<file path="src/core/itci_tail_note_unused.sv">
// holds no logic; every design module lives in itci_core.sv

</file>
<file path="src/core/itci_pkg.sv">
// constants and carriers for the interrupt and timer control instruction unit
// assumes one clock, synchronous reset and a 32-bit AXI4-Lite register port

package itci_pkg;

   // ---------------------------------------------------------------
   // data, address and op code widths and the timer control register count
   // ---------------------------------------------------------------
   localparam int DW      = 4;
   localparam int AW      = 8;
   localparam int OPW     = 5;
   localparam int NUM_TCR = 5;

   // ---------------------------------------------------------------
   // register byte offsets
   // ---------------------------------------------------------------
   localparam logic [AW-1:0] ADDR_ACC    = 8'h00;
   localparam logic [AW-1:0] ADDR_OP     = 8'h04;
   localparam logic [AW-1:0] ADDR_STATUS = 8'h08;

   // ---------------------------------------------------------------
   // field positions
   // ---------------------------------------------------------------
   localparam int REQ0_MODE_BIT = 0;
   localparam int REQ1_MODE_BIT = 1;
   localparam int PIN_POL_BIT   = 2;
   localparam int ST_GIE        = 0;
   localparam int ST_FLAG0      = 1;
   localparam int ST_FLAG1      = 2;
   localparam int ST_SKIP       = 3;
   localparam int ST_PIN0       = 4;
   localparam int ST_PIN1       = 5;

   // ---------------------------------------------------------------
   // values after reset and bus answers
   // ---------------------------------------------------------------
   localparam logic [DW-1:0] RST_NIBBLE = 4'h0;
   localparam logic          RST_BIT    = 1'b0;
   localparam logic [1:0]    RESP_OKAY  = 2'h0;
   localparam logic [1:0]    RESP_SLV   = 2'h2;

   // ---------------------------------------------------------------
   // operation codes written to the op register
   // ---------------------------------------------------------------
   localparam logic [OPW-1:0] OP_CLR_IE    = 5'h00;
   localparam logic [OPW-1:0] OP_SET_IE    = 5'h01;
   localparam logic [OPW-1:0] OP_SKIP_REQ0 = 5'h02;
   localparam logic [OPW-1:0] OP_SKIP_REQ1 = 5'h03;
   localparam logic [OPW-1:0] OP_SKIP_PIN0 = 5'h04;
   localparam logic [OPW-1:0] OP_SKIP_PIN1 = 5'h05;
   localparam logic [OPW-1:0] OP_RD_ICR1   = 5'h06;
   localparam logic [OPW-1:0] OP_WR_ICR1   = 5'h07;
   localparam logic [OPW-1:0] OP_RD_ICR2   = 5'h08;
   localparam logic [OPW-1:0] OP_WR_ICR2   = 5'h09;
   localparam logic [OPW-1:0] OP_RD_INP1   = 5'h0A;
   localparam logic [OPW-1:0] OP_WR_INP1   = 5'h0B;
   localparam logic [OPW-1:0] OP_RD_INP2   = 5'h0C;
   localparam logic [OPW-1:0] OP_WR_INP2   = 5'h0D;
   localparam logic [OPW-1:0] OP_WR_TPORT  = 5'h0E;
   localparam logic [OPW-1:0] OP_RD_TCR1   = 5'h0F;
   localparam logic [OPW-1:0] OP_WR_TCR1   = 5'h14;

   // ---------------------------------------------------------------
   // carriers
   // ---------------------------------------------------------------
   typedef struct packed {
      logic [DW-1:0]              icr1;
      logic [DW-1:0]              icr2;
      logic [DW-1:0]              inp1;
      logic [DW-1:0]              inp2;
      logic                       tport;
      logic [NUM_TCR-1:0][DW-1:0] tcr;
   } itci_ctl_t;

   typedef enum logic [1:0] {
      WR_IDLE,
      WR_RESP
   } itci_wr_state_t;

endpackage

</file>
<file path="src/core/itci_core.sv">
// interrupt and timer control instruction unit, driven over AXI4-Lite
// assumes inputs synchronous to aclk; request events arrive as one-cycle pulses

`timescale 1ns/1ns

module itci_core (
   // clock, reset, enable
   input  wire logic                        aclk,
   input  wire logic                        aresetn,
   input  wire logic                        ce,
   // axi4-lite write address and data
   input  wire logic                        s_axi_awvalid,
   output      logic                        s_axi_awready,
   input  wire logic [itci_pkg::AW-1:0]     s_axi_awaddr,
   input  wire logic                        s_axi_wvalid,
   output      logic                        s_axi_wready,
   input  wire logic [31:0]                 s_axi_wdata,
   input  wire logic [3:0]                  s_axi_wstrb,
   // axi4-lite write response
   output      logic                        s_axi_bvalid,
   input  wire logic                        s_axi_bready,
   output      logic [1:0]                  s_axi_bresp,
   // axi4-lite read
   input  wire logic                        s_axi_arvalid,
   output      logic                        s_axi_arready,
   input  wire logic [itci_pkg::AW-1:0]     s_axi_araddr,
   output      logic                        s_axi_rvalid,
   input  wire logic                        s_axi_rready,
   output      logic [31:0]                 s_axi_rdata,
   output      logic [1:0]                  s_axi_rresp,
   // external interrupt side
   input  wire logic                        ext_pin_zero,
   input  wire logic                        ext_pin_one,
   input  wire logic                        ext_req_set_zero,
   input  wire logic                        ext_req_set_one,
   // state seen by the rest of the core
   output      logic                        global_int_enable,
   output      logic                        ext_req_flag_zero,
   output      logic                        ext_req_flag_one,
   output      logic                        skip_pending,
   output      logic                        op_done,
   output      itci_pkg::itci_ctl_t         ctl
);

   // ---------------------------------------------------------------
   // decode helpers
   // ---------------------------------------------------------------
   function automatic logic [1:0] addr_sel(input logic [itci_pkg::AW-1:0] a);
      case (a)
         itci_pkg::ADDR_ACC:    return 2'h0;
         itci_pkg::ADDR_OP:     return 2'h1;
         itci_pkg::ADDR_STATUS: return 2'h2;
         default:               return 2'h3;
      endcase
   endfunction

   // ---------------------------------------------------------------
   // state
   // ---------------------------------------------------------------
   itci_pkg::itci_wr_state_t    wr_state_r;
   logic                        aw_have_r;
   logic                        w_have_r;
   logic [itci_pkg::AW-1:0]     aw_addr_r;
   logic [itci_pkg::DW-1:0]     w_data_r;
   logic                        w_lane0_r;
   logic [itci_pkg::OPW-1:0]    w_op_r;
   logic [itci_pkg::DW-1:0]     acc_r;
   logic [itci_pkg::OPW-1:0]    last_op_r;
   logic                        skip_r;
   logic                        gie_r;
   logic                        flag0_r;
   logic                        flag1_r;
   itci_pkg::itci_ctl_t         ctl_r;

   // ---------------------------------------------------------------
   // combinational execution
   // ---------------------------------------------------------------
   logic                        wr_fire;
   logic                        exec_go;
   logic                        exec_run;
   logic [itci_pkg::OPW-1:0]    op;
   logic                        acc_load;
   logic [itci_pkg::DW-1:0]     acc_val;
   logic                        skip_take;
   logic                        gie_nxt;
   logic                        clr0;
   logic                        clr1;
   logic                        skip0_cond;
   logic                        skip1_cond;
   itci_pkg::itci_ctl_t         ctl_nxt;
   logic [itci_pkg::OPW-1:0]    tcr_rd_idx;
   logic [itci_pkg::OPW-1:0]    tcr_wr_idx;

   assign wr_fire   = (wr_state_r == itci_pkg::WR_IDLE) && aw_have_r && w_have_r;
   assign exec_go   = ce && wr_fire && w_lane0_r && (addr_sel(aw_addr_r) == 2'h1);
   // a suppressed op still consumes the pending skip
   assign exec_run  = exec_go && !skip_r;
   assign op        = w_op_r;
   assign tcr_rd_idx = op - itci_pkg::OP_RD_TCR1;
   assign tcr_wr_idx = op - itci_pkg::OP_WR_TCR1;
   assign skip0_cond = !ctl_r.icr1[itci_pkg::REQ0_MODE_BIT] && flag0_r;
   assign skip1_cond = !ctl_r.icr1[itci_pkg::REQ1_MODE_BIT] && flag1_r;

   always_comb begin
      acc_load  = 1'b0;
      acc_val   = acc_r;
      skip_take = 1'b0;
      gie_nxt   = gie_r;
      clr0      = 1'b0;
      clr1      = 1'b0;
      ctl_nxt   = ctl_r;
      case (op)
         itci_pkg::OP_CLR_IE:   gie_nxt = 1'b0;
         itci_pkg::OP_SET_IE:   gie_nxt = 1'b1;
         itci_pkg::OP_SKIP_REQ0: begin
            skip_take = skip0_cond;
            clr0      = skip0_cond;
         end
         itci_pkg::OP_SKIP_REQ1: begin
            skip_take = skip1_cond;
            clr1      = skip1_cond;
         end
         itci_pkg::OP_SKIP_PIN0:
            skip_take = (ext_pin_zero == ctl_r.inp1[itci_pkg::PIN_POL_BIT]);
         itci_pkg::OP_SKIP_PIN1:
            skip_take = (ext_pin_one == ctl_r.inp2[itci_pkg::PIN_POL_BIT]);
         itci_pkg::OP_RD_ICR1: begin
            acc_load = 1'b1;
            acc_val  = ctl_r.icr1;
         end
         itci_pkg::OP_WR_ICR1:  ctl_nxt.icr1 = acc_r;
         itci_pkg::OP_RD_ICR2: begin
            acc_load = 1'b1;
            acc_val  = ctl_r.icr2;
         end
         itci_pkg::OP_WR_ICR2:  ctl_nxt.icr2 = acc_r;
         itci_pkg::OP_RD_INP1: begin
            acc_load = 1'b1;
            acc_val  = ctl_r.inp1;
         end
         itci_pkg::OP_WR_INP1:  ctl_nxt.inp1 = acc_r;
         itci_pkg::OP_RD_INP2: begin
            acc_load = 1'b1;
            acc_val  = ctl_r.inp2;
         end
         itci_pkg::OP_WR_INP2:  ctl_nxt.inp2 = acc_r;
         itci_pkg::OP_WR_TPORT: ctl_nxt.tport = acc_r[0];
         default: begin
            // timer controls sit on two runs of consecutive codes
            if (tcr_rd_idx < 5'(itci_pkg::NUM_TCR)) begin
               acc_load = 1'b1;
               acc_val  = ctl_r.tcr[tcr_rd_idx[2:0]];
            end else if (tcr_wr_idx < 5'(itci_pkg::NUM_TCR)) begin
               ctl_nxt.tcr[tcr_wr_idx[2:0]] = acc_r;
            end
         end
      endcase
   end

   // ---------------------------------------------------------------
   // axi write channel
   // ---------------------------------------------------------------
   always_ff @(posedge aclk) begin
      if (!aresetn) begin
         aw_have_r     <= 1'b0;
         aw_addr_r     <= '0;
         s_axi_awready <= 1'b0;
      end else if (ce) begin
         if (s_axi_awvalid && s_axi_awready) begin
            aw_have_r     <= 1'b1;
            aw_addr_r     <= s_axi_awaddr;
            s_axi_awready <= 1'b0;
         end else if (wr_fire) begin
            aw_have_r <= 1'b0;
         end else if (!aw_have_r && wr_state_r == itci_pkg::WR_IDLE) begin
            s_axi_awready <= 1'b1;
         end
      end
   end

   always_ff @(posedge aclk) begin
      if (!aresetn) begin
         w_have_r     <= 1'b0;
         w_data_r     <= itci_pkg::RST_NIBBLE;
         w_op_r       <= '0;
         w_lane0_r    <= 1'b0;
         s_axi_wready <= 1'b0;
      end else if (ce) begin
         if (s_axi_wvalid && s_axi_wready) begin
            w_have_r     <= 1'b1;
            w_data_r     <= s_axi_wdata[itci_pkg::DW-1:0];
            w_op_r       <= s_axi_wdata[itci_pkg::OPW-1:0];
            w_lane0_r    <= s_axi_wstrb[0];
            s_axi_wready <= 1'b0;
         end else if (wr_fire) begin
            w_have_r <= 1'b0;
         end else if (!w_have_r && wr_state_r == itci_pkg::WR_IDLE) begin
            s_axi_wready <= 1'b1;
         end
      end
   end

   // response one cycle after both halves are held
   always_ff @(posedge aclk) begin
      if (!aresetn) begin
         wr_state_r   <= itci_pkg::WR_IDLE;
         s_axi_bvalid <= 1'b0;
         s_axi_bresp  <= itci_pkg::RESP_OKAY;
      end else if (ce) begin
         case (wr_state_r)
            itci_pkg::WR_IDLE: begin
               if (wr_fire) begin
                  wr_state_r   <= itci_pkg::WR_RESP;
                  s_axi_bvalid <= 1'b1;
                  s_axi_bresp  <= (addr_sel(aw_addr_r) == 2'h3) ? itci_pkg::RESP_SLV
                                                                : itci_pkg::RESP_OKAY;
               end
            end
            itci_pkg::WR_RESP: begin
               if (s_axi_bready) begin
                  wr_state_r   <= itci_pkg::WR_IDLE;
                  s_axi_bvalid <= 1'b0;
               end
            end
            default: wr_state_r <= itci_pkg::WR_IDLE;
         endcase
      end
   end

   // ---------------------------------------------------------------
   // axi read channel
   // ---------------------------------------------------------------
   always_ff @(posedge aclk) begin
      if (!aresetn) begin
         s_axi_arready <= 1'b0;
         s_axi_rvalid  <= 1'b0;
         s_axi_rdata   <= 32'h0000_0000;
         s_axi_rresp   <= itci_pkg::RESP_OKAY;
      end else if (ce) begin
         if (s_axi_arvalid && s_axi_arready) begin
            s_axi_arready <= 1'b0;
            s_axi_rvalid  <= 1'b1;
            s_axi_rresp   <= itci_pkg::RESP_OKAY;
            case (addr_sel(s_axi_araddr))
               2'h0: s_axi_rdata <= {28'h000_0000, acc_r};
               2'h1: s_axi_rdata <= {27'h0, last_op_r};
               2'h2: s_axi_rdata <= {26'h0, ext_pin_one, ext_pin_zero,
                                     skip_r, flag1_r, flag0_r, gie_r};
               default: begin
                  s_axi_rdata <= 32'h0000_0000;
                  s_axi_rresp <= itci_pkg::RESP_SLV;
               end
            endcase
         end else if (s_axi_rvalid && s_axi_rready) begin
            s_axi_rvalid  <= 1'b0;
            s_axi_arready <= 1'b1;
         end else if (!s_axi_rvalid) begin
            s_axi_arready <= 1'b1;
         end
      end
   end

   // ---------------------------------------------------------------
   // accumulator and op bookkeeping
   // ---------------------------------------------------------------
   always_ff @(posedge aclk) begin
      if (!aresetn) begin
         acc_r     <= itci_pkg::RST_NIBBLE;
         last_op_r <= '0;
         op_done   <= 1'b0;
      end else if (ce) begin
         op_done <= exec_go;
         if (exec_go) begin
            last_op_r <= op;
         end
         if (exec_run && acc_load) begin
            acc_r <= acc_val;
         end else if (wr_fire && w_lane0_r && addr_sel(aw_addr_r) == 2'h0) begin
            acc_r <= w_data_r;
         end
      end
   end

   // ---------------------------------------------------------------
   // skip, enable and control registers
   // ---------------------------------------------------------------
   always_ff @(posedge aclk) begin
      if (!aresetn) begin
         skip_r <= itci_pkg::RST_BIT;
         gie_r  <= itci_pkg::RST_BIT;
         ctl_r  <= '0;
      end else if (ce && exec_go) begin
         // a suppressed op never arms a further skip
         skip_r <= exec_run && skip_take;
         if (exec_run) begin
            gie_r <= gie_nxt;
            ctl_r <= ctl_nxt;
         end
      end
   end

   // request flags: a set in the clearing cycle wins
   always_ff @(posedge aclk) begin
      if (!aresetn) begin
         flag0_r <= itci_pkg::RST_BIT;
         flag1_r <= itci_pkg::RST_BIT;
      end else if (ce) begin
         if (ext_req_set_zero) begin
            flag0_r <= 1'b1;
         end else if (exec_run && clr0) begin
            flag0_r <= 1'b0;
         end
         if (ext_req_set_one) begin
            flag1_r <= 1'b1;
         end else if (exec_run && clr1) begin
            flag1_r <= 1'b0;
         end
      end
   end

   assign global_int_enable = gie_r;
   assign ext_req_flag_zero = flag0_r;
   assign ext_req_flag_one  = flag1_r;
   assign skip_pending      = skip_r;
   assign ctl               = ctl_r;

   // ---------------------------------------------------------------
   // checks
   // ---------------------------------------------------------------
   clr_enable_a: assert property (@(posedge aclk) disable iff (!aresetn)
      exec_run && op == itci_pkg::OP_CLR_IE |=> !global_int_enable)
      else $error("enable not cleared");
   set_enable_a: assert property (@(posedge aclk) disable iff (!aresetn)
      exec_run && op == itci_pkg::OP_SET_IE |=> global_int_enable)
      else $error("enable not set");
   req0_skip_a: assert property (@(posedge aclk) disable iff (!aresetn)
      exec_run && op == itci_pkg::OP_SKIP_REQ0 |=> skip_pending == $past(skip0_cond))
      else $error("request zero skip wrong");
   req0_clear_a: assert property (@(posedge aclk) disable iff (!aresetn)
      exec_run && op == itci_pkg::OP_SKIP_REQ0 && skip0_cond && !ext_req_set_zero
      |=> !ext_req_flag_zero && skip_pending)
      else $error("request zero flag kept");
   req0_mode_a: assert property (@(posedge aclk) disable iff (!aresetn)
      exec_run && op == itci_pkg::OP_SKIP_REQ0 && ctl.icr1[0] && !ext_req_set_zero
      |=> !skip_pending && ext_req_flag_zero == $past(ext_req_flag_zero))
      else $error("request zero nop broken");
   req1_skip_a: assert property (@(posedge aclk) disable iff (!aresetn)
      exec_run && op == itci_pkg::OP_SKIP_REQ1 |=> skip_pending == $past(skip1_cond))
      else $error("request one skip wrong");
   req1_clear_a: assert property (@(posedge aclk) disable iff (!aresetn)
      exec_run && op == itci_pkg::OP_SKIP_REQ1 && skip1_cond && !ext_req_set_one
      |=> !ext_req_flag_one)
      else $error("request one flag kept");
   req1_mode_a: assert property (@(posedge aclk) disable iff (!aresetn)
      exec_run && op == itci_pkg::OP_SKIP_REQ1 && ctl.icr1[1] |=> !skip_pending)
      else $error("request one nop broken");
   pin0_skip_a: assert property (@(posedge aclk) disable iff (!aresetn)
      exec_run && op == itci_pkg::OP_SKIP_PIN0
      |=> skip_pending == ($past(ext_pin_zero) == $past(ctl.inp1[2])))
      else $error("pin zero skip wrong");
   pin1_skip_a: assert property (@(posedge aclk) disable iff (!aresetn)
      exec_run && op == itci_pkg::OP_SKIP_PIN1
      |=> skip_pending == ($past(ext_pin_one) == $past(ctl.inp2[2])))
      else $error("pin one skip wrong");
   rd_icr1_a: assert property (@(posedge aclk) disable iff (!aresetn)
      exec_run && op == itci_pkg::OP_RD_ICR1 |=> acc_r == $past(ctl.icr1))
      else $error("icr1 read wrong");
   wr_icr1_a: assert property (@(posedge aclk) disable iff (!aresetn)
      exec_run && op == itci_pkg::OP_WR_ICR1 |=> ctl.icr1 == $past(acc_r))
      else $error("icr1 write wrong");
   tport_load_a: assert property (@(posedge aclk) disable iff (!aresetn)
      exec_run && op == itci_pkg::OP_WR_TPORT |=> ctl.tport == $past(acc_r[0]))
      else $error("timer port load wrong");
   suppress_a: assert property (@(posedge aclk) disable iff (!aresetn)
      exec_go && skip_pending |=> !skip_pending && ctl == $past(ctl) && acc_r == $past(acc_r)
      && global_int_enable == $past(global_int_enable))
      else $error("skipped op took effect");

endmodule

</file>
<file path="config.mk">
export PLATFORM = sky130hd
export DESIGN_NAME = itci_core
export DESIGN_NICKNAME = d
export VERILOG_FILES = /design/src/core/itci_tail_note_unused.sv /design/src/core/itci_pkg.sv /design/src/core/itci_core.sv
export SDC_FILE = /design/constraint.sdc
export NUM_CORES = 1
export LEC_CHECK = 0
export ABC_AREA = 1
export BUFFER_PORTS_ARGS = -buffer_cell sky130_fd_sc_hd__buf_2
export CAP_MARGIN = 20
export CORE_ASPECT_RATIO = 1.2
export CORE_UTILIZATION = 51
export CTS_CLUSTER_SIZE = 30
export DETAILED_ROUTE_END_ITERATION = 10
export PLACE_DENSITY = 0.81
export SYNTH_ARGS = -nofsm -noshare
export SYNTH_HDL_FRONTEND = slang
export SYNTH_SLANG_ARGS = --single-unit
</file>
<file path="constraint.sdc">
create_clock -name aclk -period 2.6 [get_ports aclk]
set_input_delay 0.13 -clock aclk [delete_from_list [all_inputs] [get_ports aclk]]
set_output_delay 0.13 -clock aclk [all_outputs]
set_load 0.01 [all_outputs]
</file>
==> results.txt <==
The post-route netlist has 19.5% of its cells at a drive strength greater than 1. The clock drives 80 sinks. The flow ran to the end, and the final reports show no timing, DRC or antenna violations. Cell area after synthesis: 4310 um^2.

Cell taking the most area after synthesis: sky130_fd_sc_hd__dfxtp_1. The min-delay analysis places its worst path in the category in2reg. Pin placement for this block handled 147 I/O pins.

Final hold analysis gives a worst-case slack of 15.8 ps. The via count of the first global-routing pass is 4006, and the peak supply drop is 311 uV. Setup violations remaining at the end of the flow were counted as 0. Setup repair after global routing left no endpoint under its margin. For the static leakage, the log shows 2.36 nW.

The number of detailed-routing iterations run before antenna repair is 6, and the placement-stage cell area is 4830 um^2. In this run the biggest area consumer among cell types represents 37.1% of the synthesized area. Dividing the detail-routed via count by the number of cells gives 5.17. The longest clock path from root to sink contains 2 buffers.

The count of warnings emitted by yosys was 0. Across all register-to-register paths, the minimum setup slack is 240 ps. The finished layout holds 838 standard cells, fillers aside.

For the initial antenna violation count, the log shows 0. For this run, the top clock speed supported by timing is 424 MHz. The total number of H-tree levels was 3. The initial utilization of the core area, before any placement, comes to 52.9%. TritonCTS built the clock tree. The most common flop cell mapped by yosys is sky130_fd_sc_hd__dfxtp_1.

For this design the total switching power over the nets is 0.000639 W. The logs give 11300 um for the total wire length after detailed routing and 54.7% for the sequential share of power. The final critical path takes up 90.8% of the cycle. The synthesized design contains 0 enable-type register cells. The logs give 0 for the number of slew-limit violations in the final report and 8830 um^2 for the area of the die. Across the run, the number of max-cap violations was 0.

The clock-pin transition on the worst setup and hold timing paths was 80 ps. The run gives 0.969 as the weighted congestion reported at the end of routability-driven placement. Along the worst path, the maximum fanout reaches 9. The tools report the row count as 36.

The arrival time of data at the critical path endpoint is 2660 ps. The switching share of power is 27.7%. The kind of critical path is reg2reg.

In this run, the clock network consumes 34.0% of the power. In this run the power density over the cells is 462 nW/um^2. Across the routed clock network, the largest skew measured is 7.55 ps. The synthesis-to-finish area growth was 15.8%. The count of buffers added on input and output ports is 88.

The tools report the total count of hold-check failures in the final report as 0. Yosys attributes the largest share of cell area to sky130_fd_sc_hd__dfxtp_1 37%, sky130_fd_sc_hd__nand2_1 12%, sky130_fd_sc_hd__nand3_1 6.7%. At the worst endpoint, the required time is 2900 ps.

In this run, distinct cell masters in the synthesized netlist total 34. The run gives 0 ps as the final sum of negative setup slack. The endpoint class of the critical path is a register. The tools report the number of buffers created by CTS as 9. For this block, the initial DRC count from the detailed router was 250. The horizontal die dimension came out at 86.0 um. The run gives 822 as the post-placement cell count.

The logs give 0.00167 W for the total internal power and 11.4% for the share of power burned in combinational logic. The post-route cell area is 5000 um^2, and the maximum number of pins on one net before global-route repair is 42. For the pin with the worst max-slew slack, the measured transition is 575 ps. The total DRC errors in the routed layout came out at 0. The cell count after synthesis came out at 622. The buffer cell driving the clock tree root was sky130_fd_sc_hd__clkbuf_8.

The synthesized design contains 80 register bits. The combined global-route utilization of all metal layers was 27.1%; the post-synthesis average cell area was 6.94 um^2. The run gives 37.1% as the post-synthesis sequential area ratio. Summed over all nets, the half-perimeter wirelength after detailed placement is 8760 um.

STA classifies the critical path startpoint as a register. After the last flow step, the layout net total stands at 793. Core outline area: 8150 um^2. The clock reaches the later pin of the worst-skew pair after 370 ps. Fraction of registers with async set/reset: 0%. The die extent in y was 103 um.

For the finished layout, the period the worst path requires is 2360 ps. The first global-routing pass estimated 18300 um of wire. The repair_antennas step left the layout with diodes totalling 0. The logs give 0 for the number of nets still failing antenna checks after routing and 4336 for the total number of vias.

The worst pin sits at a relative slew slack of 61.4%. For the total global routing overflow, the log shows 0. Dividing the detail-routed wire length by the instance count gives 13.5 um.
## metrics by stage
step	setup slack, ps	utilization [%]	power [W]
floorplan	258	-	0.00149
finish	239	61.3	0.00231
detailed placement	229	59.2	0.00155
global route	37.2	61.3	0.00241
global placement	257	59.2	0.00154
CTS	204	61.1	0.00232
## power groups by stage
stage          clock network, W  logic [W]  registers (W)
6_report               0.000784   0.000262        0.00126
5_1_grt                0.000853   0.000293        0.00126
4_1_cts                0.000801   0.000259        0.00126
3_5_place_dp                  0   0.000258        0.00129
3_3_place_gp                  0   0.000252        0.00129
2_1_floorplan                 0   0.000203        0.00129
## cells in the final DEF, fill, tap and decap left out, types with 19 or more instances in the layout
| master | netlist | layout |
|---|---|---|
| sky130_fd_sc_hd__a211oi_1 | 22 | 22 |
| sky130_fd_sc_hd__a21oi_1 | 48 | 48 |
| sky130_fd_sc_hd__buf_2 | 4 | 88 |
| sky130_fd_sc_hd__buf_4 | 29 | 19 |
| sky130_fd_sc_hd__conb_1 | 1 | 28 |
| sky130_fd_sc_hd__dfxtp_1 | 80 | 80 |
| sky130_fd_sc_hd__inv_1 | 63 | 63 |
| sky130_fd_sc_hd__nand2_1 | 137 | 137 |
| sky130_fd_sc_hd__nand3_1 | 58 | 58 |
| sky130_fd_sc_hd__nor2_1 | 75 | 74 |
| sky130_fd_sc_hd__o21ai_0 | 38 | 38 |
## critical path: stages, from the launching register on
cell	delay (ps)
sky130_fd_sc_hd__dfxtp_1	450
sky130_fd_sc_hd__inv_1	120
sky130_fd_sc_hd__ha_1	300
sky130_fd_sc_hd__nand2_1	100
sky130_fd_sc_hd__nor2_2	60
sky130_fd_sc_hd__nor2_1	110
sky130_fd_sc_hd__nand2_1	60
sky130_fd_sc_hd__nor2_1	120
sky130_fd_sc_hd__nand3_1	180
sky130_fd_sc_hd__nor3b_4	220
sky130_fd_sc_hd__buf_4	190
sky130_fd_sc_hd__buf_4	140
sky130_fd_sc_hd__nand3_1	80
sky130_fd_sc_hd__a21oi_1	160
## cells by family (layout without fill, tap and decap cells)
group / count (synthesis) / after routing / synth area share, %
adders and majority gates: 9 / 9 / 2.61
AOI/OAI and AO/OA: 121 / 121 / 16.2
other: 1 / 28 / 0.0869
buffers and inverters: 115 / 190 / 13.1
DFF: 80 / 80 / 37.1
and+or+nand+nor: 296 / 296 / 30.9
## area by class of cell
cell class	count	area, um^2
inverter	68	259
timing repair buffer	107	583
sequential	80	1600
multi-input combinational	454	2260
fill	786	3160
clock inverter	4	22.5
clock buffer	11	131
tap	114	143
## layer usage
metal / GRT usage (%) / vias up / share of wire, %
met1: 31.1 / 1972 / 41
li1: - / 2191 / -
met4: 18.6 / 0 / 4.9
met5: 0 / - / 0
met3: 4.08 / 36 / 4.9
met2: 46.6 / 137 / 49
## flip-flops by register name, indices dropped and copies added, names as in the netlist, 2 cells and up
register and cells:
acc_r 4, aw_addr_r 8, ctl 37, last_op_r 5, op 2, s_axi_rdata 6
w_data_r 3
## final timing paths
check                                      start                 to  cells past startpoint
worst min register to register    s_axi_rdata[1]     s_axi_rdata[1]                      2
worst min-delay path            ext_req_set_zero  ext_req_flag_zero                      3
worst max register to register       w_data_r[0]             ctl[5]                     13
worst max-delay path                 w_data_r[0]             ctl[5]                     13
## cells in the mapped netlist (2+ instances only)
cell type and count:
sky130_fd_sc_hd__nand2_1 137, sky130_fd_sc_hd__buf_2 4, sky130_fd_sc_hd__dfxtp_1 80, sky130_fd_sc_hd__buf_4 29, sky130_fd_sc_hd__a21oi_1 48, sky130_fd_sc_hd__nor2_4 6
sky130_fd_sc_hd__nor2_1 75, sky130_fd_sc_hd__nand3_1 58, sky130_fd_sc_hd__o22ai_1 4, sky130_fd_sc_hd__buf_6 2, sky130_fd_sc_hd__nor3_1 4, sky130_fd_sc_hd__o211a_1 2
sky130_fd_sc_hd__a22o_1 3, sky130_fd_sc_hd__nand4_1 7, sky130_fd_sc_hd__a211oi_1 22, sky130_fd_sc_hd__clkbuf_1 12, sky130_fd_sc_hd__nand3_2 2, sky130_fd_sc_hd__inv_2 3
sky130_fd_sc_hd__o21ai_0 38, sky130_fd_sc_hd__ha_1 9, sky130_fd_sc_hd__inv_1 63, sky130_fd_sc_hd__nand3_4 2
## timing repair
action | CTS | global route
hold buffers | 0 | 0
setup buffers | 0 | 1
resized for setup | 0 | 2
endpoints found under the setup margin | 0 | 13
Power figures use the tool's default switching activity.
